`config.mk`:
```
export PLATFORM = sky130hd
export DESIGN_NAME = hsq_homing_seq
export DESIGN_NICKNAME = d
export VERILOG_FILES = /design/src/rtl/hsq_pkg.sv /design/src/rtl/hsq_homing_seq.sv /design/src/rtl/hsq_sync.sv /design/src/rtl/hsq_ramp.sv
export SDC_FILE = /design/constraint.sdc
export NUM_CORES = 1
export LEC_CHECK = 0
export ABC_AREA = 0
export BUFFER_PORTS_ARGS = -buffer_cell sky130_fd_sc_hd__buf_4
export CORE_UTILIZATION = 45
export CTS_BUF_LIST = sky130_fd_sc_hd__clkbuf_16
export DETAILED_ROUTE_END_ITERATION = 7
export PLACE_DENSITY = 0.64
export SLEW_MARGIN = 20
export SYNTH_ARGS = -nofsm -noshare
export SYNTH_HDL_FRONTEND = slang
export SYNTH_SLANG_ARGS = --single-unit
export TNS_END_PERCENT = 1
```
`constraint.sdc`:
```
create_clock -name sys_clk_i -period 18.77 [get_ports sys_clk_i]
set_input_delay 2.8155 -clock sys_clk_i [delete_from_list [all_inputs] [get_ports sys_clk_i]]
set_output_delay 2.8155 -clock sys_clk_i [all_outputs]
set_load 0.05 [all_outputs]
```
`src/rtl/hsq_pkg.sv`:
```
package hsq_pkg;

  // Speed and acceleration word width
  localparam int SPD_W = 16;

  // Register byte offsets
  localparam logic [7:0] OFF_CTRL     = 8'h00;
  localparam logic [7:0] OFF_METHOD   = 8'h04;
  localparam logic [7:0] OFF_SPD_SW   = 8'h08;
  localparam logic [7:0] OFF_SPD_ZERO = 8'h0C;
  localparam logic [7:0] OFF_ACCEL    = 8'h10;
  localparam logic [7:0] OFF_STATUS   = 8'h14;
  localparam logic [7:0] OFF_SPEED    = 8'h18;

  // Field positions
  localparam int CTRL_START   = 0;
  localparam int STAT_BUSY    = 0;
  localparam int STAT_DONE    = 1;
  localparam int STAT_ERR     = 2;
  localparam int STAT_UNSUP   = 3;
  localparam int STAT_SNS_LSB = 4;
  localparam int SPEED_REV    = 16;

  // Reset values
  localparam logic [7:0]       METHOD_RST   = 8'h13;
  localparam logic [SPD_W-1:0] SPD_SW_RST   = 16'h0100;
  localparam logic [SPD_W-1:0] SPD_ZERO_RST = 16'h0040;
  localparam logic [SPD_W-1:0] ACCEL_RST    = 16'h0000;

  // Supported method numbers
  localparam logic [7:0] M07 = 8'h07;
  localparam logic [7:0] M09 = 8'h09;
  localparam logic [7:0] M11 = 8'h0B;
  localparam logic [7:0] M13 = 8'h0D;
  localparam logic [7:0] M17 = 8'h11;
  localparam logic [7:0] M18 = 8'h12;
  localparam logic [7:0] M19 = 8'h13;
  localparam logic [7:0] M21 = 8'h15;
  localparam logic [7:0] M23 = 8'h17;
  localparam logic [7:0] M25 = 8'h19;

  // Sensor slots
  localparam int SNS_POS  = 0;
  localparam int SNS_NEG  = 1;
  localparam int SNS_HOME = 2;
  localparam int SNS_IDX  = 3;
  localparam int SNS_N    = 4;

  typedef enum logic [2:0] {
    TRG_HOME_R, TRG_HOME_F, TRG_POS_R, TRG_POS_F, TRG_NEG_R, TRG_NEG_F, TRG_INDEX
  } hsq_trig_t;

  // One search step: flags {last, cont, rev, zero} then trigger
  typedef struct packed {
    logic      last;
    logic      cont;
    logic      rev;
    logic      zero;
    hsq_trig_t trig;
  } hsq_step_t;

  typedef struct packed {
    logic [SNS_N-1:0] lvl;
    logic [SNS_N-1:0] rise;
    logic [SNS_N-1:0] fall;
  } hsq_sns_t;

  typedef struct packed {
    logic       ok;
    logic [7:0] off;
  } hsq_ap_t;

  typedef enum logic [1:0] {BR_OFF, BR_ON, BR_LIM} hsq_branch_t;
  typedef enum {ST_IDLE, ST_RUN, ST_BRAKE} hsq_state_t;
  typedef enum {AF_NEXT, AF_LIMIT, AF_DONE, AF_ERROR} hsq_after_t;

endpackage : hsq_pkg

```
`src/rtl/hsq_homing_seq.sv`:
```
`timescale 1ns/100ps
module hsq_homing_seq
  import hsq_pkg::*;
(
  input  wire logic             sys_clk_i,
  input  wire logic             srst_i,
  input  wire logic             hsel_i,
  input  wire logic [31:0]      haddr_i,
  input  wire logic [1:0]       htrans_i,
  input  wire logic             hwrite_i,
  input  wire logic [2:0]       hsize_i,
  input  wire logic [31:0]      hwdata_i,
  input  wire logic             hready_i,
  output logic      [31:0]      hrdata_o,
  output logic                  hreadyout_o,
  output logic                  hresp_o,
  input  wire logic             positive_travel_limit_i,
  input  wire logic             negative_travel_limit_i,
  input  wire logic             home_sensor_i,
  input  wire logic             index_pulse_i,
  output logic      [SPD_W-1:0] speed_cmd_o,
  output logic                  dir_rev_o,
  output logic                  stop_o,
  output logic                  busy_o,
  output logic                  homing_done_o,
  output logic                  homing_error_o
);

  // Build a step from {last, cont, rev, zero} flags and a trigger
  function automatic hsq_step_t st(input logic [3:0] f, input hsq_trig_t t);
    st = hsq_step_t'({f, t});
  endfunction : st

  // Step table per method, start branch and step number
  function automatic hsq_step_t step_of(input logic [7:0] m, input hsq_branch_t b,
                                        input logic s);
    hsq_step_t r;
    r = st(4'h8, TRG_INDEX);
    case (m)
      M07: begin
        if (b == BR_LIM) r = s ? st(4'hB, TRG_INDEX) : st(4'h6, TRG_HOME_F);
        else if (b == BR_ON) r = st(4'hB, TRG_INDEX);
        else r = s ? st(4'hB, TRG_INDEX) : st(4'h0, TRG_HOME_R);
      end
      M09: begin
        if (b == BR_LIM) r = s ? st(4'hB, TRG_INDEX) : st(4'h6, TRG_HOME_R);
        else if (b == BR_ON) r = s ? st(4'hB, TRG_INDEX) : st(4'h7, TRG_HOME_F);
        else r = s ? st(4'hB, TRG_INDEX) : st(4'h0, TRG_HOME_R);
      end
      M11: begin
        if (b == BR_LIM) r = s ? st(4'h9, TRG_INDEX) : st(4'h4, TRG_HOME_F);
        else if (b == BR_ON) r = s ? st(4'h9, TRG_INDEX) : st(4'h5, TRG_HOME_F);
        else r = s ? st(4'hB, TRG_INDEX) : st(4'h2, TRG_HOME_R);
      end
      M13: begin
        if (b == BR_LIM) r = s ? st(4'hB, TRG_INDEX) : st(4'h0, TRG_HOME_F);
        else if (b == BR_ON) r = s ? st(4'hB, TRG_INDEX) : st(4'h7, TRG_HOME_F);
        else r = s ? st(4'hB, TRG_INDEX) : st(4'h2, TRG_HOME_F);
      end
      M17: begin
        if (b == BR_ON) r = st(4'h9, TRG_NEG_F);
        else r = s ? st(4'h9, TRG_NEG_F) : st(4'h2, TRG_NEG_R);
      end
      M18: begin
        if (b == BR_ON) r = st(4'hB, TRG_POS_F);
        else r = s ? st(4'hB, TRG_POS_F) : st(4'h0, TRG_POS_R);
      end
      // method 19 home edge, no index
      M19: begin
        if (b == BR_ON) r = st(4'hB, TRG_HOME_F);
        else r = s ? st(4'hB, TRG_HOME_F) : st(4'h0, TRG_HOME_R);
      end
      M21: begin
        if (b == BR_ON) r = st(4'h9, TRG_HOME_F);
        else r = s ? st(4'hB, TRG_HOME_F) : st(4'h2, TRG_HOME_R);
      end
      // method 23 leaves home in reverse
      M23: begin
        if (b == BR_LIM) r = s ? st(4'hB, TRG_HOME_F) : st(4'h6, TRG_HOME_R);
        else if (b == BR_ON) r = st(4'hB, TRG_HOME_F);
        else r = s ? st(4'hB, TRG_HOME_F) : st(4'h0, TRG_HOME_R);
      end
      M25: begin
        if (b == BR_LIM) r = st(4'hA, TRG_HOME_R);
        else r = s ? st(4'hB, TRG_HOME_R) : st(4'h0, TRG_HOME_F);
      end
      default: r = st(4'h8, TRG_INDEX);
    endcase
    return r;
  endfunction : step_of

  // Trigger match against edge pulses
  function automatic logic trig_hit(input hsq_trig_t t, input hsq_sns_t n);
    logic h;
    h = 1'b0;
    unique case (t)
      TRG_HOME_R: h = n.rise[SNS_HOME];
      TRG_HOME_F: h = n.fall[SNS_HOME];
      TRG_POS_R:  h = n.rise[SNS_POS];
      TRG_POS_F:  h = n.fall[SNS_POS];
      TRG_NEG_R:  h = n.rise[SNS_NEG];
      TRG_NEG_F:  h = n.fall[SNS_NEG];
      TRG_INDEX:  h = n.rise[SNS_IDX];
    endcase
    return h;
  endfunction : trig_hit

  hsq_sns_t         sns;
  hsq_ap_t          ap_reg;
  logic             wr_pend_reg;
  logic             rd_pend_reg;
  logic [31:0]      hrdata_reg;
  logic [31:0]      rd_mux;
  logic             ap_valid;
  logic             start;
  logic [7:0]       method_reg;
  logic [SPD_W-1:0] spd_sw_reg;
  logic [SPD_W-1:0] spd_zero_reg;
  logic [SPD_W-1:0] accel_reg;
  hsq_state_t       state_reg;
  hsq_state_t       state_next;
  hsq_branch_t      branch_reg;
  hsq_branch_t      branch_next;
  logic             step_reg;
  logic             step_next;
  logic [7:0]       run_m_reg;
  logic [7:0]       run_m_next;
  hsq_after_t       after_reg;
  hsq_after_t       after_next;
  hsq_step_t        cur;
  hsq_step_t        nxt;
  logic             dir_rev_reg;
  logic             done_reg;
  logic             err_reg;
  logic             unsup_reg;
  logic             supported;
  logic             pos_first;
  logic             neg_first;
  logic             lim_first;
  logic             err_lim;
  logic             on_sns;
  logic [SPD_W-1:0] target;
  logic [SPD_W-1:0] speed;

  hsq_sync u_sync (
    .sys_clk_i (sys_clk_i),
    .srst_i    (srst_i),
    .raw_i     ({index_pulse_i, home_sensor_i, negative_travel_limit_i,
                 positive_travel_limit_i}),
    .sns_o     (sns)
  );

  // AHB address phase capture; reads take one wait state so data comes from a flop
  assign ap_valid = hsel_i && htrans_i[1] && hready_i;

  always_ff @(posedge sys_clk_i) begin
    if (srst_i) begin
      ap_reg      <= '0;
      wr_pend_reg <= 1'b0;
      rd_pend_reg <= 1'b0;
    end else begin
      if (ap_valid) ap_reg <= '{ok: (haddr_i[31:8] == '0), off: haddr_i[7:0]};
      wr_pend_reg <= ap_valid && hwrite_i;
      rd_pend_reg <= ap_valid && !hwrite_i;
    end
  end

  // Read mux; unmapped offsets read zero
  always_comb begin
    rd_mux = '0;
    if (ap_reg.ok) begin
      case (ap_reg.off)
        OFF_METHOD:   rd_mux = {24'h000000, method_reg};
        OFF_SPD_SW:   rd_mux = {16'h0000, spd_sw_reg};
        OFF_SPD_ZERO: rd_mux = {16'h0000, spd_zero_reg};
        OFF_ACCEL:    rd_mux = {16'h0000, accel_reg};
        OFF_STATUS:   rd_mux = {24'h000000, sns.lvl, unsup_reg, err_reg, done_reg,
                                (state_reg != ST_IDLE)};
        OFF_SPEED:    rd_mux = {15'h0000, dir_rev_reg, speed};
        default:      rd_mux = '0;
      endcase
    end
  end

  always_ff @(posedge sys_clk_i) begin
    if (srst_i) hrdata_reg <= '0;
    else if (rd_pend_reg) hrdata_reg <= rd_mux;
  end

  assign hrdata_o    = hrdata_reg;
  assign hreadyout_o = !rd_pend_reg;
  assign hresp_o     = 1'b0;

  // Configuration writes; speeds and accel may change mid-run and take effect at once, a new method only at the next start
  always_ff @(posedge sys_clk_i) begin
    if (srst_i) begin
      method_reg   <= METHOD_RST;
      spd_sw_reg   <= SPD_SW_RST;
      spd_zero_reg <= SPD_ZERO_RST;
      accel_reg    <= ACCEL_RST;
    end else if (wr_pend_reg && ap_reg.ok) begin
      case (ap_reg.off)
        OFF_METHOD:   method_reg   <= hwdata_i[7:0];
        OFF_SPD_SW:   spd_sw_reg   <= hwdata_i[SPD_W-1:0];
        OFF_SPD_ZERO: spd_zero_reg <= hwdata_i[SPD_W-1:0];
        OFF_ACCEL:    accel_reg    <= hwdata_i[SPD_W-1:0];
        default:      ;
      endcase
    end
  end

  // Start request; ignored while a run is in progress
  assign start = wr_pend_reg && ap_reg.ok && (ap_reg.off == OFF_CTRL) &&
                 hwdata_i[CTRL_START] && (state_reg == ST_IDLE);

  always_comb begin
    unique case (method_reg)
      M07, M09, M11, M13, M17, M18, M19, M21, M23, M25: supported = 1'b1;
      default: supported = 1'b0;
    endcase
  end

  assign cur       = step_of(run_m_reg, branch_reg, step_reg);
  assign nxt       = step_of(run_m_next, branch_next, step_next);
  assign pos_first = (run_m_reg == M07) || (run_m_reg == M09) ||
                     (run_m_reg == M23) || (run_m_reg == M25);
  assign neg_first = (run_m_reg == M11) || (run_m_reg == M13);

  // limit met before home switches branch
  assign lim_first = (branch_reg == BR_OFF) && !step_reg &&
                     ((pos_first && sns.rise[SNS_POS]) || (neg_first && sns.rise[SNS_NEG]));

  assign err_lim = (sns.lvl[SNS_NEG] && (pos_first || run_m_reg == M18 ||
                                         run_m_reg == M19 || run_m_reg == M21)) ||
                   (sns.lvl[SNS_POS] && (neg_first || run_m_reg == M17 ||
                                         run_m_reg == M19 || run_m_reg == M21));

  // Start branch: on the limit or sensor that the method searches for
  always_comb begin
    if (method_reg == M17) on_sns = sns.lvl[SNS_NEG];
    else if (method_reg == M18) on_sns = sns.lvl[SNS_POS];
    else on_sns = sns.lvl[SNS_HOME];
  end

  // Sequencer next state
  always_comb begin
    state_next  = state_reg;
    branch_next = branch_reg;
    step_next   = step_reg;
    run_m_next  = run_m_reg;
    after_next  = after_reg;
    unique case (state_reg)
      ST_IDLE: begin
        if (start && supported) begin
          state_next = ST_RUN;
          run_m_next = method_reg;
          step_next  = 1'b0;
          if ((method_reg == M07 || method_reg == M09 || method_reg == M23 ||
               method_reg == M25) && sns.lvl[SNS_POS]) branch_next = BR_LIM;
          else if ((method_reg == M11 || method_reg == M13) && sns.lvl[SNS_NEG])
            branch_next = BR_LIM;
          else branch_next = on_sns ? BR_ON : BR_OFF;
        end
      end
      ST_RUN: begin
        if (err_lim) begin
          state_next = ST_BRAKE;
          after_next = AF_ERROR;
        end else if (lim_first) begin
          state_next = ST_BRAKE;
          after_next = AF_LIMIT;
        end else if (trig_hit(cur.trig, sns)) begin
          if (cur.last) begin
            state_next = ST_BRAKE;
            after_next = AF_DONE;
          end else if (cur.cont) begin
            step_next = 1'b1;
          end else begin
            state_next = ST_BRAKE;
            after_next = AF_NEXT;
          end
        end
      end
      ST_BRAKE: begin
        // Direction may only flip once the axis stands still
        if (speed == '0) begin
          unique case (after_reg)
            AF_NEXT: begin
              state_next = ST_RUN;
              step_next  = 1'b1;
            end
            AF_LIMIT: begin
              state_next  = ST_RUN;
              branch_next = BR_LIM;
              step_next   = 1'b0;
            end
            AF_DONE, AF_ERROR: state_next = ST_IDLE;
          endcase
        end
      end
    endcase
  end

  always_ff @(posedge sys_clk_i) begin
    if (srst_i) begin
      state_reg  <= ST_IDLE;
      branch_reg <= BR_OFF;
      step_reg   <= 1'b0;
      run_m_reg  <= METHOD_RST;
      after_reg  <= AF_DONE;
    end else begin
      state_reg  <= state_next;
      branch_reg <= branch_next;
      step_reg   <= step_next;
      run_m_reg  <= run_m_next;
      after_reg  <= after_next;
    end
  end

  // Travel direction follows the step about to run
  always_ff @(posedge sys_clk_i) begin
    if (srst_i) dir_rev_reg <= 1'b0;
    else if (state_next == ST_RUN) dir_rev_reg <= nxt.rev;
  end

  // completion and error flags; every start clears done, and sets error and unsupported for an unsupported method
  always_ff @(posedge sys_clk_i) begin
    if (srst_i) begin
      done_reg  <= 1'b0;
      err_reg   <= 1'b0;
      unsup_reg <= 1'b0;
    end else if (start) begin
      done_reg  <= 1'b0;
      err_reg   <= !supported;
      unsup_reg <= !supported;
    end else if (state_reg == ST_BRAKE && state_next == ST_IDLE) begin
      done_reg <= (after_reg == AF_DONE);
      err_reg  <= (after_reg == AF_ERROR);
    end
  end

  // search speed by step kind; zero while braking
  assign target = (state_reg != ST_RUN) ? '0 : (cur.zero ? spd_zero_reg : spd_sw_reg);

  hsq_ramp u_ramp (
    .sys_clk_i (sys_clk_i),
    .srst_i    (srst_i),
    .target_i  (target),
    .accel_i   (accel_reg),
    .speed_o   (speed)
  );

  assign speed_cmd_o    = speed;
  assign dir_rev_o      = dir_rev_reg;
  assign stop_o         = (state_reg != ST_RUN);
  assign busy_o         = (state_reg != ST_IDLE);
  assign homing_done_o  = done_reg;
  assign homing_error_o = err_reg;

endmodule : hsq_homing_seq

```
`src/rtl/hsq_sync.sv`:
```
`timescale 1ns/100ps
module hsq_sync
  import hsq_pkg::*;
(
  input  wire logic             sys_clk_i,
  input  wire logic             srst_i,
  input  wire logic [SNS_N-1:0] raw_i,
  output hsq_sns_t              sns_o
);

  logic [SNS_N-1:0] s1_reg;
  logic [SNS_N-1:0] s2_reg;
  logic [SNS_N-1:0] s3_reg;
  logic [SNS_N-1:0] lvl_reg;
  logic [SNS_N-1:0] rise_reg;
  logic [SNS_N-1:0] fall_reg;

  // Three stages per pin; a change is accepted only once stages two and three agree
  for (genvar g = 0; g < SNS_N; g++) begin : g_pin
    always_ff @(posedge sys_clk_i) begin
      if (srst_i) begin
        s1_reg[g]   <= 1'b0;
        s2_reg[g]   <= 1'b0;
        s3_reg[g]   <= 1'b0;
        lvl_reg[g]  <= 1'b0;
        rise_reg[g] <= 1'b0;
        fall_reg[g] <= 1'b0;
      end else begin
        s1_reg[g]   <= raw_i[g];
        s2_reg[g]   <= s1_reg[g];
        s3_reg[g]   <= s2_reg[g];
        lvl_reg[g]  <= (s2_reg[g] == s3_reg[g]) ? s3_reg[g] : lvl_reg[g];
        rise_reg[g] <= (s2_reg[g] == s3_reg[g]) && s3_reg[g] && !lvl_reg[g];
        fall_reg[g] <= (s2_reg[g] == s3_reg[g]) && !s3_reg[g] && lvl_reg[g];
      end
    end
  end

  assign sns_o = '{lvl: lvl_reg, rise: rise_reg, fall: fall_reg};

endmodule : hsq_sync

```
`src/rtl/hsq_ramp.sv`:
```
`timescale 1ns/100ps
module hsq_ramp
  import hsq_pkg::*;
(
  input  wire logic             sys_clk_i,
  input  wire logic             srst_i,
  input  wire logic [SPD_W-1:0] target_i,
  input  wire logic [SPD_W-1:0] accel_i,
  output logic      [SPD_W-1:0] speed_o
);

  logic [SPD_W-1:0] speed_reg;

  // Zero acceleration means step straight to target (immediate stop)
  always_ff @(posedge sys_clk_i) begin
    if (srst_i) begin
      speed_reg <= '0;
    end else if (accel_i == '0) begin
      speed_reg <= target_i;
    end else if (speed_reg < target_i) begin
      speed_reg <= (target_i - speed_reg > accel_i) ? speed_reg + accel_i : target_i;
    end else if (speed_reg > target_i) begin
      speed_reg <= (speed_reg - target_i > accel_i) ? speed_reg - accel_i : target_i;
    end
  end

  assign speed_o = speed_reg;

endmodule : hsq_ramp

```
# Word level (Yosys, flattened, before mapping)
# Memories as Yosys holds them, arrays and structs flattened. A register that Yosys moved wholly into a read port is not among the register bits.
# Cells that the tools add are included.
dict set report word_totals {
  regBits 217
  romBits 32
  inputBits 78
  output_inout_bits 55
  n_memories 1
}
dict set report classes {
  n_addsub 4
  n_lt_le_gt_ge 4
  n_eq_ne 59
  n_mux 112
  n_reduce_logical 82
}
# memory depth word_bits rd rd_clocked_by_memory_dff wr line
set mem_list {}
lappend mem_list {{(no name shown)} 32 1 1 1 0 hsq_homing_seq.sv:217} ;# unique case (method_reg)
# op count
set ops {}
lappend ops {{2-to-1 mux 32 bit} 12}
lappend ops {{2-to-1 mux 7 bit} 29}
lappend ops {{equality test 8 x 5 -> 1 bit (second input constant)} 19}
lappend ops {{equality test 32 x 2 -> 1 bit (second input constant)} 4}
lappend ops {{logical NOT 32 bit} 4}
lappend ops {{2-to-1 mux 16 bit} 7}
lappend ops {{2-to-1 mux 5 bit} 22}
lappend ops {{case mux 17 bit (6 select lines)} 1}
lappend ops {{equality test 32 x 3 -> 1 bit (second input constant)} 3}
lappend ops {{case mux 32 bit (3 select lines)} 1}
lappend ops {{equality test 8 x 4 -> 1 bit (second input constant)} 11}
lappend ops {{case mux 7 bit (10 select lines)} 1}
lappend ops {{equality test 32 x 1 -> 1 bit (second input constant)} 2}
lappend ops {{case mux 32 bit (2 select lines)} 1}
lappend ops {{case mux 5 bit (10 select lines)} 1}
lappend ops {{> comparator 16 bit} 3}
lappend ops {{subtractor 16 bit} 3}
lappend ops {{equality test 8 x 3 -> 1 bit (second input constant)} 4}
lappend ops {{logical AND 1 bit} 32}
lappend ops {{logical NOT 16 bit} 2}
lappend ops {{!= test 32 x 2 -> 1 bit (second input constant)} 1}
lappend ops {{nonzero test 32 bit} 1}
lappend ops {{2-to-1 mux 4 bit} 7}
lappend ops {{logical NOT 24 bit} 1}
lappend ops {{28 further kinds} 89}

# Logic depth before layout (Yosys ltp)
# Gate-level depths: netlist of run 1.
dict set report depth {
  depth_word 19
  ltp_mapped 30
}

# Modules after synthesis
# Synthesis of run 1 repeated with hierarchy kept, for this count alone.
dict set report unflattened {
  cells_unflattened 1582
  area_unflattened_um2 12271.8
}
# mod n_inst cells_each area_per_inst_um2 seq_area_each_um2
set modules_own_cells {}
lappend modules_own_cells {hsq_homing_seq 1 882 6815.3 2682.6}
lappend modules_own_cells {hsq_ramp 1 626 4625.7 320.3}
lappend modules_own_cells {hsq_sync 1 74 830.8 480.5}

# Worst setup path before layout of run 1
# Ideal clock, no wire load.
dict set report synth_timing {
  path_kind {reg2reg}
  start {register run_m_reg[3]}
  end {register u_ramp.speed_reg[3], in the netlist u_ramp.speed_o[3]}
  t_arrival_ps 5893
  required_ps 18675
  setup_slack_ps 12781
  path_stages_with_launch 31
  synth_period_minus_slack_ps 5989
  cell_sequence {dfxtp_1 clkbuf_1 nor2b_1 a221oi_2 o22ai_1 a211oi_4 mux2_2 nand2_1 ha_1 inv_1 fa_1 a21o_1 a21oi_1 o21bai_1 a21oi_1 o31ai_1 a21o_1 a21oi_1 nor3_1 a311o_1 ha_1 and4_1 nand4_1 o21ai_0 a41oi_1 and2_1 buf_2 o21ai_1 buf_2 a21oi_1 a221oi_1}
}
dict set report synth_via {
  elab_chain_cells 10
  word_cells_on_any_way 25
  cone_classes {2 x add/sub; 4 x order compare; 10 x eq/ne; 8 x mux; 1 x reduce/logical}
}
# element line
set synth_lines {}
lappend synth_lines {{start: declaration} hsq_homing_seq.sv:126} ;# logic [7:0] run_m_reg;
lappend synth_lines {{start signal: assignment} hsq_homing_seq.sv:315} ;# run_m_reg <= run_m_next;
lappend synth_lines {{equality test 8 x 5 -> 1 bit, or another cell as far along} hsq_homing_seq.sv:39} ;# case (m)
lappend synth_lines {{case mux 7 bit (10 select lines) (*)} hsq_homing_seq.sv:39}
lappend synth_lines {{2-to-1 mux 16 bit (*) (2 in a row)} hsq_homing_seq.sv:343} ;# assign target = (state_reg != ST_RUN) ? '0 : (cur.zero ? spd_zero_reg : spd_sw_reg);
lappend synth_lines {{subtractor 16 bit} hsq_ramp.sv:23} ;# speed_reg <= (speed_reg - target_i > accel_i) ? speed_reg - accel_i : target_i;
lappend synth_lines {{> comparator 16 bit} hsq_ramp.sv:23}
lappend synth_lines {{2-to-1 mux 16 bit} hsq_ramp.sv:23}
lappend synth_lines {{2-to-1 mux 16 bit} hsq_ramp.sv:22} ;# end else if (speed_reg > target_i) begin
lappend synth_lines {{2-to-1 mux 16 bit} hsq_ramp.sv:20} ;# end else if (speed_reg < target_i) begin
lappend synth_lines {{2-to-1 mux 16 bit} hsq_ramp.sv:18} ;# end else if (accel_i == '0) begin
lappend synth_lines {{end signal: assignment} hsq_ramp.sv:19} ;# speed_reg <= target_i;
lappend synth_lines {{end signal: assignment} hsq_ramp.sv:21} ;# speed_reg <= (target_i - speed_reg > accel_i) ? speed_reg + accel_i : target_i;
lappend synth_lines {{end signal: assignment} hsq_ramp.sv:23}
lappend synth_lines {{end: declaration} hsq_ramp.sv:12} ;# logic [SPD_W-1:0] speed_reg;
# Every way passes the cells marked *; elsewhere a longest branch is shown, timed or not. The select of a mux whose other input is x is not followed.
# A chain may end at the register's enable or synchronous reset.

# Worst setup path in the final report of run 1
dict set report layout_timing {
  start {register run_m_reg[1]}
  end {register u_ramp.speed_reg[0], in the netlist u_ramp.speed_o[0]}
}
# Same word-level chain as after synthesis.

==> qor.csv, run 1 <==
stage,metric,value,unit
place,pre-CTS setup slack,10.80,ns
pwr,total power,770.6,µW
synth,post-synthesis sequential area ratio,0.2908,
drt,Via density,5.932,
global_route,largest net degree at the start of global routing,84,
critical_path,Setup Crit Path Kind,flop to flop,
place,Placer Congestion,0.9340,
sta,Setup-failing EPs final,0,
cts,clock-pin slew on the worst setup and hold paths,0.08,ns
critical_path,Critical Path RT,19.12,ns
drt,initial DRC count,1104,
pwr,Reg power frac,0.481,
cts,cts repair resizes,0,
sta,RSZ-0062 raised after global routing,no,
cells_and_area,proportion of layout cells with a drive suffix above 1,0.1090,
place,Placed Area,12760,µm²
min_path,Hold Path Class,flop to flop,
pwr,Leak,5.696,nW
critical_path,FF-to-FF setup slack,10.76,ns
synth,top post-synthesis cells by area,"dfxtp_1 (29%), ha_1 (11%), a21oi_1 (5.2%), nand2_1 (5.2%), mux2i_1 (5.0%)",
critical_path,Crit Reg-Reg Startpoint,run_m_reg[1],
synth,syn avg cell area,7.944,µm²
sta,final worst setup slack,10.76,ns
sta,worst slew pin tran,1.048,ns
sta,Slew headroom,0.2832,
synth,Yosys reg bits,173,
place,I/O Buffers,96,
cts,Clock Latency Late Sink,0.44,ns
sta,"Period Utilization, post-route",0.4268,
cts,clk buf depth,2,
cells_and_area,max reg flops,32,
critical_path,CP Capture Point,u_ramp.speed_o[0],
global_route,vias in the first global route,9975,
synth,Synth cell types,83,
cells_and_area,antenna cells,0,
drt,wire per inst,18.81,µm
synth,Syn Inst Count,1499,
cts,CTS tree,done,
cells_and_area,fin cells,1894,
sta,Fmax,124.8,MHz
critical_path,"Arr. time, crit path",8.36,ns
synth,ys async rst share,0,
cells_and_area,Fill cells,2529,
cts,H-tree depth,4,
status,status,completed,
critical_path,worst-path fanout max,22,
critical_path,Crit Reg-Reg Endpoint,u_ramp.speed_o[0],
pwr,VDD IR max,0.05911,mV
critical_path,Crit-path slowest cell,dfxtp_1,
drt,DRC viols,0,
cts,post-CTS setup buffer count,0,
critical_path,most frequent CP cell,a21oi_1,
pwr,Pint,564.1,µW
die,Die H,164.7,µm
critical_path,Worst R2R Path Depth,28,
cells_and_area,Syn-to-layout area delta,12.51,%
pwr,sw frac,0.2680,
global_route,global-route wire length before repair,55.19,mm
die,core area,25980,µm²
cts,Sink Count,173,
sta,Setup Skew,0.01237,ns
sta,Min Hold Slack,0.4427,ns
synth,number of synthesis warnings,0,
sta,Final Max Tran Viols,0,
synth,Post-synth EDFFs,0,
global_route,gr usage total,0.2639,
synth,synthesized area,11910,µm²
synth,top-count cell post-synth,dfxtp_1,
place,HPWL after detailed placement,27.03,mm
synth,ys flop type,dfxtp_1,
pwr,PD cells,57.52,nW/µm²
place,Placed Instances,1862,
critical_path,crit path from,run_m_reg[1],
cts,hold-fix buffer count after cts,0,
pwr,clock network power share,0.476,
cts,root buffer cell,clkbuf_16,
die,Die ar.,27120,µm²
die,Initial Util,0.4583,
global_route,initial antenna violation count,0,
flow_run,Max-Cap Viols,0,
sta,post-route minimum period,8.011,ns
sta,final hold vios,0,
critical_path,CP startpoint kind,flop,
die,Boundary Pins,133,
synth,largest area contributor in the netlist,dfxtp_1,
drt,"wirelength, routed",35.63,mm
cts,cts bufs inserted,17,
die,Die X,164.7,µm
critical_path,CP Capture Type,flop,
drt,vias,11240,
die,floorplan row count,59,
drt,router iterations before antenna repair,6,
cells_and_area,Final Util,0.5156,
cells_and_area,Final Net Count,1729,
synth,area share of the largest cell type after synthesis,0.2908,
critical_path,Worst path max stage delay,0.78,ns
cells_and_area,"Design Area, Final",13400,µm²
pwr,P_sw,206.5,µW
drt,"antenna viol nets, final",0,
global_route,grt ovf,0,
pwr,Comb pwr share,0.043,
synth,most frequent cells after synthesis,"dfxtp_1 (173), nand2_1 (165), a21oi_1 (124)",
sta,setup_tns,0,ns
-- power groups by stage --
stage                     combinational, mW  clock, mW  sequential [mW]
after floorplan                      0.0217          0            0.378
after CTS                            0.0332      0.372            0.371
after global placement               0.0328          0            0.379
after detailed placement             0.0331          0            0.379
after global routing                 0.0357      0.389            0.371
final                                0.0331      0.367            0.371
-- cell families after synthesis --
group	share of synthesized area
DFF	0.2908
adders and majority gates	0.1137
xor gates and xnor gates	0.02574
AOI/OAI and AO/OA	0.2196
muxes	0.05716
and+or+nand+nor	0.2260
buffers and inverters	0.06662
other	0.0003149
-- cells in the final DEF (no fill, tap or decap), drive strengths merged, types with 19 or more instances in the layout --
master  synthesis  final
dfxtp         173    173
nand2         165    165
a21oi         124    124
nor2          120    120
buf            33    109
ha            101    101
inv            88     93
o21ai          64     64
nor2b          60     60
mux2i          59     59
nand3          31     31
nor3           30     30
nor4           29     29
a21o           26     26
xnor2          26     26
nand4          19     19
-- worst min-delay path by stage --
stage,start,to,slack (ns),depth (start not counted)
6_report,u_sync.s1_reg[3],u_sync.s2_reg[3],0.44,1
2_1_floorplan,u_sync.s1_reg[0],u_sync.s2_reg[0],0.41,1
4_1_cts,u_sync.s1_reg[3],u_sync.s2_reg[3],0.44,1
3_5_place_dp,u_sync.s1_reg[3],u_sync.s2_reg[3],0.42,1
3_3_place_gp,u_sync.s1_reg[2],u_sync.s2_reg[2],0.42,1
5_1_grt,u_sync.s1_reg[3],u_sync.s2_reg[3],0.48,1
-- critical path, delay by kind of cell (launching register included) --
kind	cells	cell delay, ns
flops	1	0.78
fa+ha+maj	3	0.91
buf+inv	3	0.64
xor+xnor	1	0.12
mux	2	0.69
simple gates	4	1.24
compound gates	15	3.52
-- routing by layer --
metal,vias up,global-route usage,wire (µm)
met5,-,0,0
met4,0,0.07465,695
met3,52,0.04018,2699
met2,437,0.3940,15400
met1,5302,0.3887,16840
li1,5444,-,-
-- final cells by class --
type / instances / area, µm² / share of cell area
repair buffers: 109 / 818.3 / 0.06108
clock inverters: 15 / 209.0 / 0.01560
inverters: 89 / 334.1 / 0.02493
multi-input cells: 1156 / 7729 / 0.5769
clock buffers: 17 / 425.4 / 0.03175
flip-flops and latches: 173 / 3463 / 0.2585
well taps: 335 / 419.2 / 0.03129
Note: power is estimated with default switching activity, not from simulation.
==> run 2: changes to the inputs <==
Settings changed: PLACE_DENSITY 0.64 to 0.66.
Clock period 18.77 ns to 7.37 ns, I/O delays scaled along.
==> run 2 against run 1 <==
Sequential power increased to 2.5 times the previous value. Clock-buffer cell count unchanged. Routed wire length increased by 4.3%. Cell count increased by 1.7%. Register-to-register slack got worse by 10 ns. Critical path depth decreased by 1. First-iteration DRC count increased by 7.9%. Non-clock buffer count increased by 31. Clock skew increased by 0.0019 ns. Sequential share of layout area decreased by 0.47 points. Critical path type unchanged. Critical endpoint unchanged. Largest cell class unchanged. Largest power group is now clock.
==> qor.csv, run 2 (synthesis results as in run 1) <==
stage,metric,value,unit,change
sta,Min Hold Slack,0.4473,ns,was 0.4427 ns
global_route,largest net degree at the start of global routing,86,,was 84
critical_path,worst-path fanout max,11,,was 22
critical_path,Setup Crit Path Kind,flop to flop,,unchanged
die,core area,25980,µm²,unchanged
drt,wire per inst,19.30,µm,was 18.81 µm
critical_path,"Arr. time, crit path",6.96,ns,was 8.36 ns
global_route,global-route wire length before repair,57.94,mm,was 55.19 mm
cts,clock-pin slew on the worst setup and hold paths,0.08,ns,about the same
flow_run,Max-Cap Viols,0,,unchanged
cts,CTS tree,done,,unchanged
critical_path,Worst R2R Path Depth,27,,was 28
critical_path,Crit Reg-Reg Endpoint,u_ramp.speed_o[0],,unchanged
cells_and_area,Syn-to-layout area delta,14.60,%,was 12.51%
min_path,Hold Path Class,flop to flop,,unchanged
cts,Clock Latency Late Sink,0.43,ns,was 0.44 ns
cells_and_area,max reg flops,32,,unchanged
sta,setup_tns,0,ns,unchanged
min_path,Worst Hold End,u_sync.s2_reg[2],,was u_sync.s2_reg[3]
critical_path,Critical Path RT,7.71,ns,was 19.12 ns
critical_path,FF-to-FF setup slack,0.74,ns,was 10.76 ns
die,Die X,164.7,µm,unchanged
die,floorplan row count,59,,unchanged
sta,RSZ-0062 raised after global routing,no,,unchanged
die,Initial Util,0.4583,,unchanged
pwr,Leak,5.863,nW,was 5.696 nW
cts,clk buf depth,2,,unchanged
die,Die H,164.7,µm,unchanged
sta,Final Max Tran Viols,0,,unchanged
drt,router iterations before antenna repair,6,,unchanged
sta,Setup-failing EPs final,0,,unchanged
cells_and_area,Fill cells,2538,,was 2529
cells_and_area,Final Net Count,1760,,was 1729
sta,post-route minimum period,6.625,ns,was 8.011 ns
global_route,initial antenna violation count,0,,unchanged
drt,initial DRC count,1191,,was 1104
drt,DRC viols,0,,unchanged
cells_and_area,area of the multi-input gates,7749,µm²,was 7729 µm²
drt,vias,11420,,was 11240
sta,"Period Utilization, post-route",0.8989,,was 0.4268
sta,final hold vios,0,,unchanged
cells_and_area,"commonest non-fill, non-tap cells in the layout","dfxtp_1 (173), nand2_1 (165), buf_4 (140)",,"was dfxtp_1 (173), nand2_1 (165), a21oi_1 (124)"
sta,worst slew pin tran,1.024,ns,was 1.048 ns
global_route,vias in the first global route,10360,,was 9975
drt,"antenna viol nets, final",0,,unchanged
sta,Setup Skew,0.01432,ns,was 0.01237 ns
critical_path,CP Capture Type,flop,,unchanged
cts,hold-fix buffer count after cts,0,,unchanged
sta,Fmax,150.9,MHz,was 124.8 MHz
cts,H-tree depth,4,,unchanged
min_path,worst hold path depth,1,,unchanged
place,Placed Instances,1893,,was 1862
min_path,Hold Startpoint,u_sync.s1_reg[2],,was u_sync.s1_reg[3]
cts,Sink Count,173,,unchanged
place,I/O Buffers,96,,unchanged
cts,cts bufs inserted,17,,unchanged
die,Boundary Pins,133,,unchanged
critical_path,CP startpoint kind,flop,,unchanged
pwr,total power,1.975,mW,was 770.6 µW
cells_and_area,"commonest non-fill, non-tap cell in the layout",dfxtp_1,,unchanged
place,Placer Congestion,0.9467,,was 0.9340
global_route,grt ovf,0,,unchanged
drt,Via density,5.931,,was 5.932
pwr,VDD IR max,0.1534,mV,was 0.05911 mV
sta,Slew headroom,0.2996,,was 0.2832
status,status,completed,,unchanged
cells_and_area,Final Util,0.5251,,was 0.5156
cells_and_area,fin cells,1926,,was 1894
cts,root buffer cell,clkbuf_16,,unchanged
pwr,PD cells,144.7,nW/µm²,was 57.52 nW/µm²
global_route,gr usage total,0.2760,,was 0.2639
cells_and_area,storage element area,3463,µm²,unchanged
die,Die ar.,27120,µm²,unchanged
cells_and_area,proportion of layout cells with a drive suffix above 1,0.1283,,was 0.1090
place,HPWL after detailed placement,28.30,mm,was 27.03 mm
critical_path,Crit Reg-Reg Startpoint,run_m_reg[3],,was run_m_reg[1]
drt,"wirelength, routed",37.18,mm,was 35.63 mm
run 2: final cells by class:
type / instances / area share
clock buffer: 17 / 0.03118
clock inverter: 15 / 0.01476
sequential: 173 / 0.2538
multi-input combinational: 1156 / 0.5679
antenna: 1 / 0.0001834
timing repair buffer: 140 / 0.07702
inverter: 89 / 0.02448
tap: 335 / 0.03072
run 2: critical path, stage by stage (launching register included):
cell and delay, ns:
dfxtp_1 0.40, nor4bb_1 0.49, and3_1 0.32, and3_1 0.23, a211oi_4 0.06, mux2_2 0.29, nand2_1 0.12, ha_1 0.18
inv_1 0.06, fa_1 0.44, a21o_1 0.18, a21oi_1 0.19, o21bai_1 0.09, a21oi_1 0.23, o31ai_1 0.15, a21o_1 0.19
a21oi_1 0.30, nor3_1 0.09, a311o_1 0.31, ha_1 0.30, and4_1 0.17, nand4_1 0.09, o21ai_0 0.09, a41oi_1 0.11
and2_1 0.27, o21ai_2 0.52, mux2_2 0.41, a211oi_1 0.23
run 2: worst max-delay path by stage:
stage                            start                end  slack, ns  cells past startpoint
after CTS                 run_m_reg[2]  u_ramp.speed_o[7]       0.48                     28
after floorplan           run_m_reg[3]  u_ramp.speed_o[3]       1.38                     30
final                     run_m_reg[3]  u_ramp.speed_o[0]       0.74                     27
after global routing      state_reg[2]  u_ramp.speed_o[0]       0.04                     26
after detailed placement  run_m_reg[2]  u_ramp.speed_o[0]       0.55                     27
after global placement    run_m_reg[3]  u_ramp.speed_o[0]       0.59                     27
run 2: per-stage QoR:
step	cell area [µm²]	setup WS, ns
after floorplan	11960	1.381
after global placement	13000	0.5907
after detailed placement	13000	0.5540
after CTS	13620	0.4842
after global routing	13640	0.04302
final	13650	0.7449
run 2: where the power goes:
| part | switching [mW] | internal, mW | leakage [nW] | total [mW] |
|---|---|---|---|---|
| combinational | 0.0575 | 0.0292 | 4.16 | 0.0867 |
| clock | 0.474 | 0.471 | 0.303 | 0.945 |
| sequential | 0.00456 | 0.938 | 1.40 | 0.943 |
run 2: timing repair:
action / CTS / global route
resized for setup: 0 / 1
endpoints found under the hold margin: 0 / 0
setup buffers: 0 / 0
setup endpoints to repair: 0 / 13
run 2: routing by layer:
layer	vias to the layer above	share of wire	wire length (µm)	track usage
li1	5527	-	-	-
met1	5385	0.48	17820	0.4048
met2	460	0.43	15880	0.4049
met3	51	0.073	2707	0.05173
met4	0	0.021	772	0.08215
met5	-	0	0	0
==> run 3: changes to the inputs <==
==> constraint.sdc (replaced) <==
create_clock -name sys_clk_i -period 5.84 [get_ports sys_clk_i]
set_input_delay 0.292 -clock sys_clk_i [delete_from_list [all_inputs] [get_ports sys_clk_i]]
set_output_delay 0.292 -clock sys_clk_i [all_outputs]
set_load 0.05 [all_outputs]
==> run 3 against run 2 <==
Hold slack worse by 0.39 ns. Critical endpoint is now u_ramp.speed_o[8]. Critical path depth up 2. Largest power group is now sequential cells. Cell area up 7.4%.
==> qor.csv, run 3 (synthesis results as in run 1) <==
stage,metric,value,unit,change
status,status,completed,,unchanged
min_path,Hold Startpoint,positive_travel_limit_i,,was u_sync.s1_reg[2]
cells_and_area,Final Net Count,1836,,was 1760
sta,worst slew pin tran,1.155,ns,was 1.024 ns
place,Placed Area,13520,µm²,was 13000 µm²
cells_and_area,antenna cells,0,,was 1
pwr,total power,2.492,mW,was 1.975 mW
global_route,largest net degree at the start of global routing,91,,was 86
place,I/O Buffers,96,,unchanged
global_route,global-route wire length before repair,58.68,mm,was 57.94 mm
cells_and_area,max reg flops,32,,unchanged
critical_path,FF-to-FF setup slack,0.02,ns,was 0.74 ns
cells_and_area,Fill cells,2435,,was 2538
pwr,sw frac,0.2720,,was 0.2714
cells_and_area,"commonest non-fill, non-tap cell in the layout",buf_4,,was dfxtp_1
pwr,Reg power frac,0.478,,about the same
sta,post-route minimum period,5.821,ns,was 6.625 ns
place,pre-CTS setup slack,-0.2390,ns,was 0.5540 ns
cts,Sink Count,173,,unchanged
cts,CTS tree,done,,unchanged
critical_path,Worst R2R Path Depth,29,,was 27
min_path,Hold Path Class,input pin to flop,,was flop to flop
global_route,initial antenna violation count,0,,unchanged
global_route,gr usage total,0.2798,,was 0.2760
drt,initial DRC count,1118,,was 1191
drt,Via density,5.915,,was 5.931
critical_path,CP Capture Type,flop,,unchanged
cells_and_area,Syn-to-layout area delta,23.07,%,was 14.60%
critical_path,Worst path max stage delay,0.37,ns,was 0.52 ns
sta,setup_tns,0,ns,unchanged
critical_path,Crit Reg-Reg Endpoint,u_ramp.speed_o[8],,was u_ramp.speed_o[0]
sta,Final Max Tran Viols,0,,unchanged
critical_path,"Arr. time, crit path",6.17,ns,was 6.96 ns
critical_path,crit path from,run_m_reg[1],,was run_m_reg[3]
cts,cts bufs inserted,17,,unchanged
cells_and_area,"commonest non-fill, non-tap cells in the layout","buf_4 (206), dfxtp_1 (170), nand2_1 (164)",,"was dfxtp_1 (173), nand2_1 (165), buf_4 (140)"
flow_run,Max-Cap Viols,0,,unchanged
min_path,Worst Hold End,u_sync.s1_reg[0],,was u_sync.s2_reg[2]
pwr,Pint,1.814,mW,was 1.439 mW
critical_path,worst-path fanout max,13,,was 11
die,core area,25980,µm²,unchanged
drt,vias,11840,,was 11420
place,Placer Congestion,0.9622,,was 0.9467
pwr,VDD IR max,0.1878,mV,was 0.1534 mV
sta,Fmax,171.8,MHz,was 150.9 MHz
cts,H-tree depth,4,,unchanged
drt,DRC viols,0,,unchanged
pwr,P_sw,677.9,µW,was 535.9 µW
pwr,Comb pwr share,0.043,,was 0.044
cells_and_area,fin cells,2001,,was 1926
die,Initial Util,0.4583,,unchanged
global_route,grt ovf,0,,unchanged
min_path,worst hold path depth,2,,was 1
place,HPWL after detailed placement,28.91,mm,was 28.30 mm
critical_path,Setup Crit Path Kind,flop to flop,,unchanged
die,Die X,164.7,µm,unchanged
sta,RSZ-0062 raised after global routing,yes,,was no
cells_and_area,proportion of layout cells with a drive suffix above 1,0.2053,,was 0.1283
critical_path,CP startpoint kind,flop,,unchanged
pwr,Leak,6.281,nW,was 5.863 nW
critical_path,Crit Reg-Reg Startpoint,run_m_reg[1],,was run_m_reg[3]
cts,Clock Latency Late Sink,0.45,ns,was 0.43 ns
sta,Slew headroom,0.2276,,was 0.2996
pwr,clock network power share,0.479,,about the same
critical_path,Crit-path slowest cell,dfxtp_4,,was o21ai_2
sta,final worst setup slack,0.01894,ns,was 0.7449 ns
die,Die H,164.7,µm,unchanged
cts,root buffer cell,clkbuf_16,,unchanged
sta,"Period Utilization, post-route",0.9968,,was 0.8989
drt,wire per inst,19.14,µm,was 19.30 µm
place,Placed Instances,1960,,was 1893
critical_path,Critical Path RT,6.19,ns,was 7.71 ns
drt,"antenna viol nets, final",0,,unchanged
cts,clock-pin slew on the worst setup and hold paths,0.08,ns,about the same
die,Boundary Pins,133,,unchanged
pwr,PD cells,170.0,nW/µm²,was 144.7 nW/µm²
cts,clk buf depth,2,,unchanged
die,Die ar.,27120,µm²,unchanged
drt,router iterations before antenna repair,6,,unchanged
cells_and_area,"Design Area, Final",14660,µm²,was 13650 µm²
global_route,vias in the first global route,10770,,was 10360
sta,Setup Skew,0.01346,ns,was 0.01432 ns
die,floorplan row count,59,,unchanged
drt,"wirelength, routed",38.31,mm,was 37.18 mm
sta,final hold vios,0,,unchanged
sta,Setup-failing EPs final,0,,unchanged
==> run 3: cell types whose count changed in the layout (fill, tap and decap cells not counted), moves of 7 or more <==
cell / before / now
buf_4: 140 / 206
o21ai_1: 4 / 11
a221oi_1: 17 / 6
a221oi_2: 1 / 10
a21oi_2: 0 / 8
o21ai_0: 59 / 51
a21oi_1: 124 / 116
==> run 3: per-layer routing <==
metal | global-route usage | up-vias | part of all wire
li1 | - | 5657 | -
met1 | 0.4169 | 5615 | 0.47
met2 | 0.4099 | 506 | 0.43
met3 | 0.04520 | 57 | 0.085
met4 | 0.07882 | 0 | 0.018
met5 | 0 | - | 0
==> run 3: worst max path at each step <==
| stage | end | depth (start not counted) |
|---|---|---|
| 2_1_floorplan | u_ramp.speed_o[4] | 30 |
| 3_3_place_gp | u_ramp.speed_o[3] | 27 |
| 3_5_place_dp | u_ramp.speed_o[8] | 29 |
| 4_1_cts | u_ramp.speed_o[8] | 29 |
| 5_1_grt | u_ramp.speed_o[8] | 29 |
| 6_report | u_ramp.speed_o[8] | 29 |
==> run 3: critical path, delay by kind of cell, from the launching register on <==
kind / cells / cell delay (ns)
muxes: 1 / 0.22
AOI/OAI and AO/OA: 16 / 3.23
and+or+nand+nor: 6 / 0.55
buffers and inverters: 4 / 0.68
adders and majority gates: 2 / 0.67
DFF: 1 / 0.37
==> run 3: what timing repair did <==
item,CTS,global route
hold endpoints to repair,1,0
setup endpoints to repair,16,16
pin swaps,5,39
gates resized for setup,16,76
cloned,0,1
hold buffers,1,0
setup buffers,4,3
==> run 3: stage by stage <==
step | hold slack, ns | utilization
2_1_floorplan | 0.3713 | -
3_3_place_gp | 0.4220 | 0.5204
3_5_place_dp | 0.4204 | 0.5204
4_1_cts | 0.04611 | 0.5488
5_1_grt | 0.05473 | 0.5640
6_report | 0.05533 | 0.5640
==> run 3: cell type report <==
type	count	area, µm²	share of cell area
Multi-Input combinational cell	1156	8112	0.5535
Clock inverter	15	206.4	0.01409
Tap cell	335	419.2	0.02860
Clock buffer	17	425.4	0.02903
Timing Repair Buffer	216	1689	0.1153
Sequential cell	173	3470	0.2367
Inverter	89	334.1	0.02280
==> run 3: power groups by stage <==
stage | registers, mW | logic (mW) | clock network [mW]
2_1_floorplan | 1.21 | 0.0698 | 0
4_1_cts | 1.19 | 0.106 | 1.21
5_1_grt | 1.19 | 0.116 | 1.25
3_5_place_dp | 1.22 | 0.105 | 0
3_3_place_gp | 1.22 | 0.105 | 0
6_report | 1.19 | 0.108 | 1.19
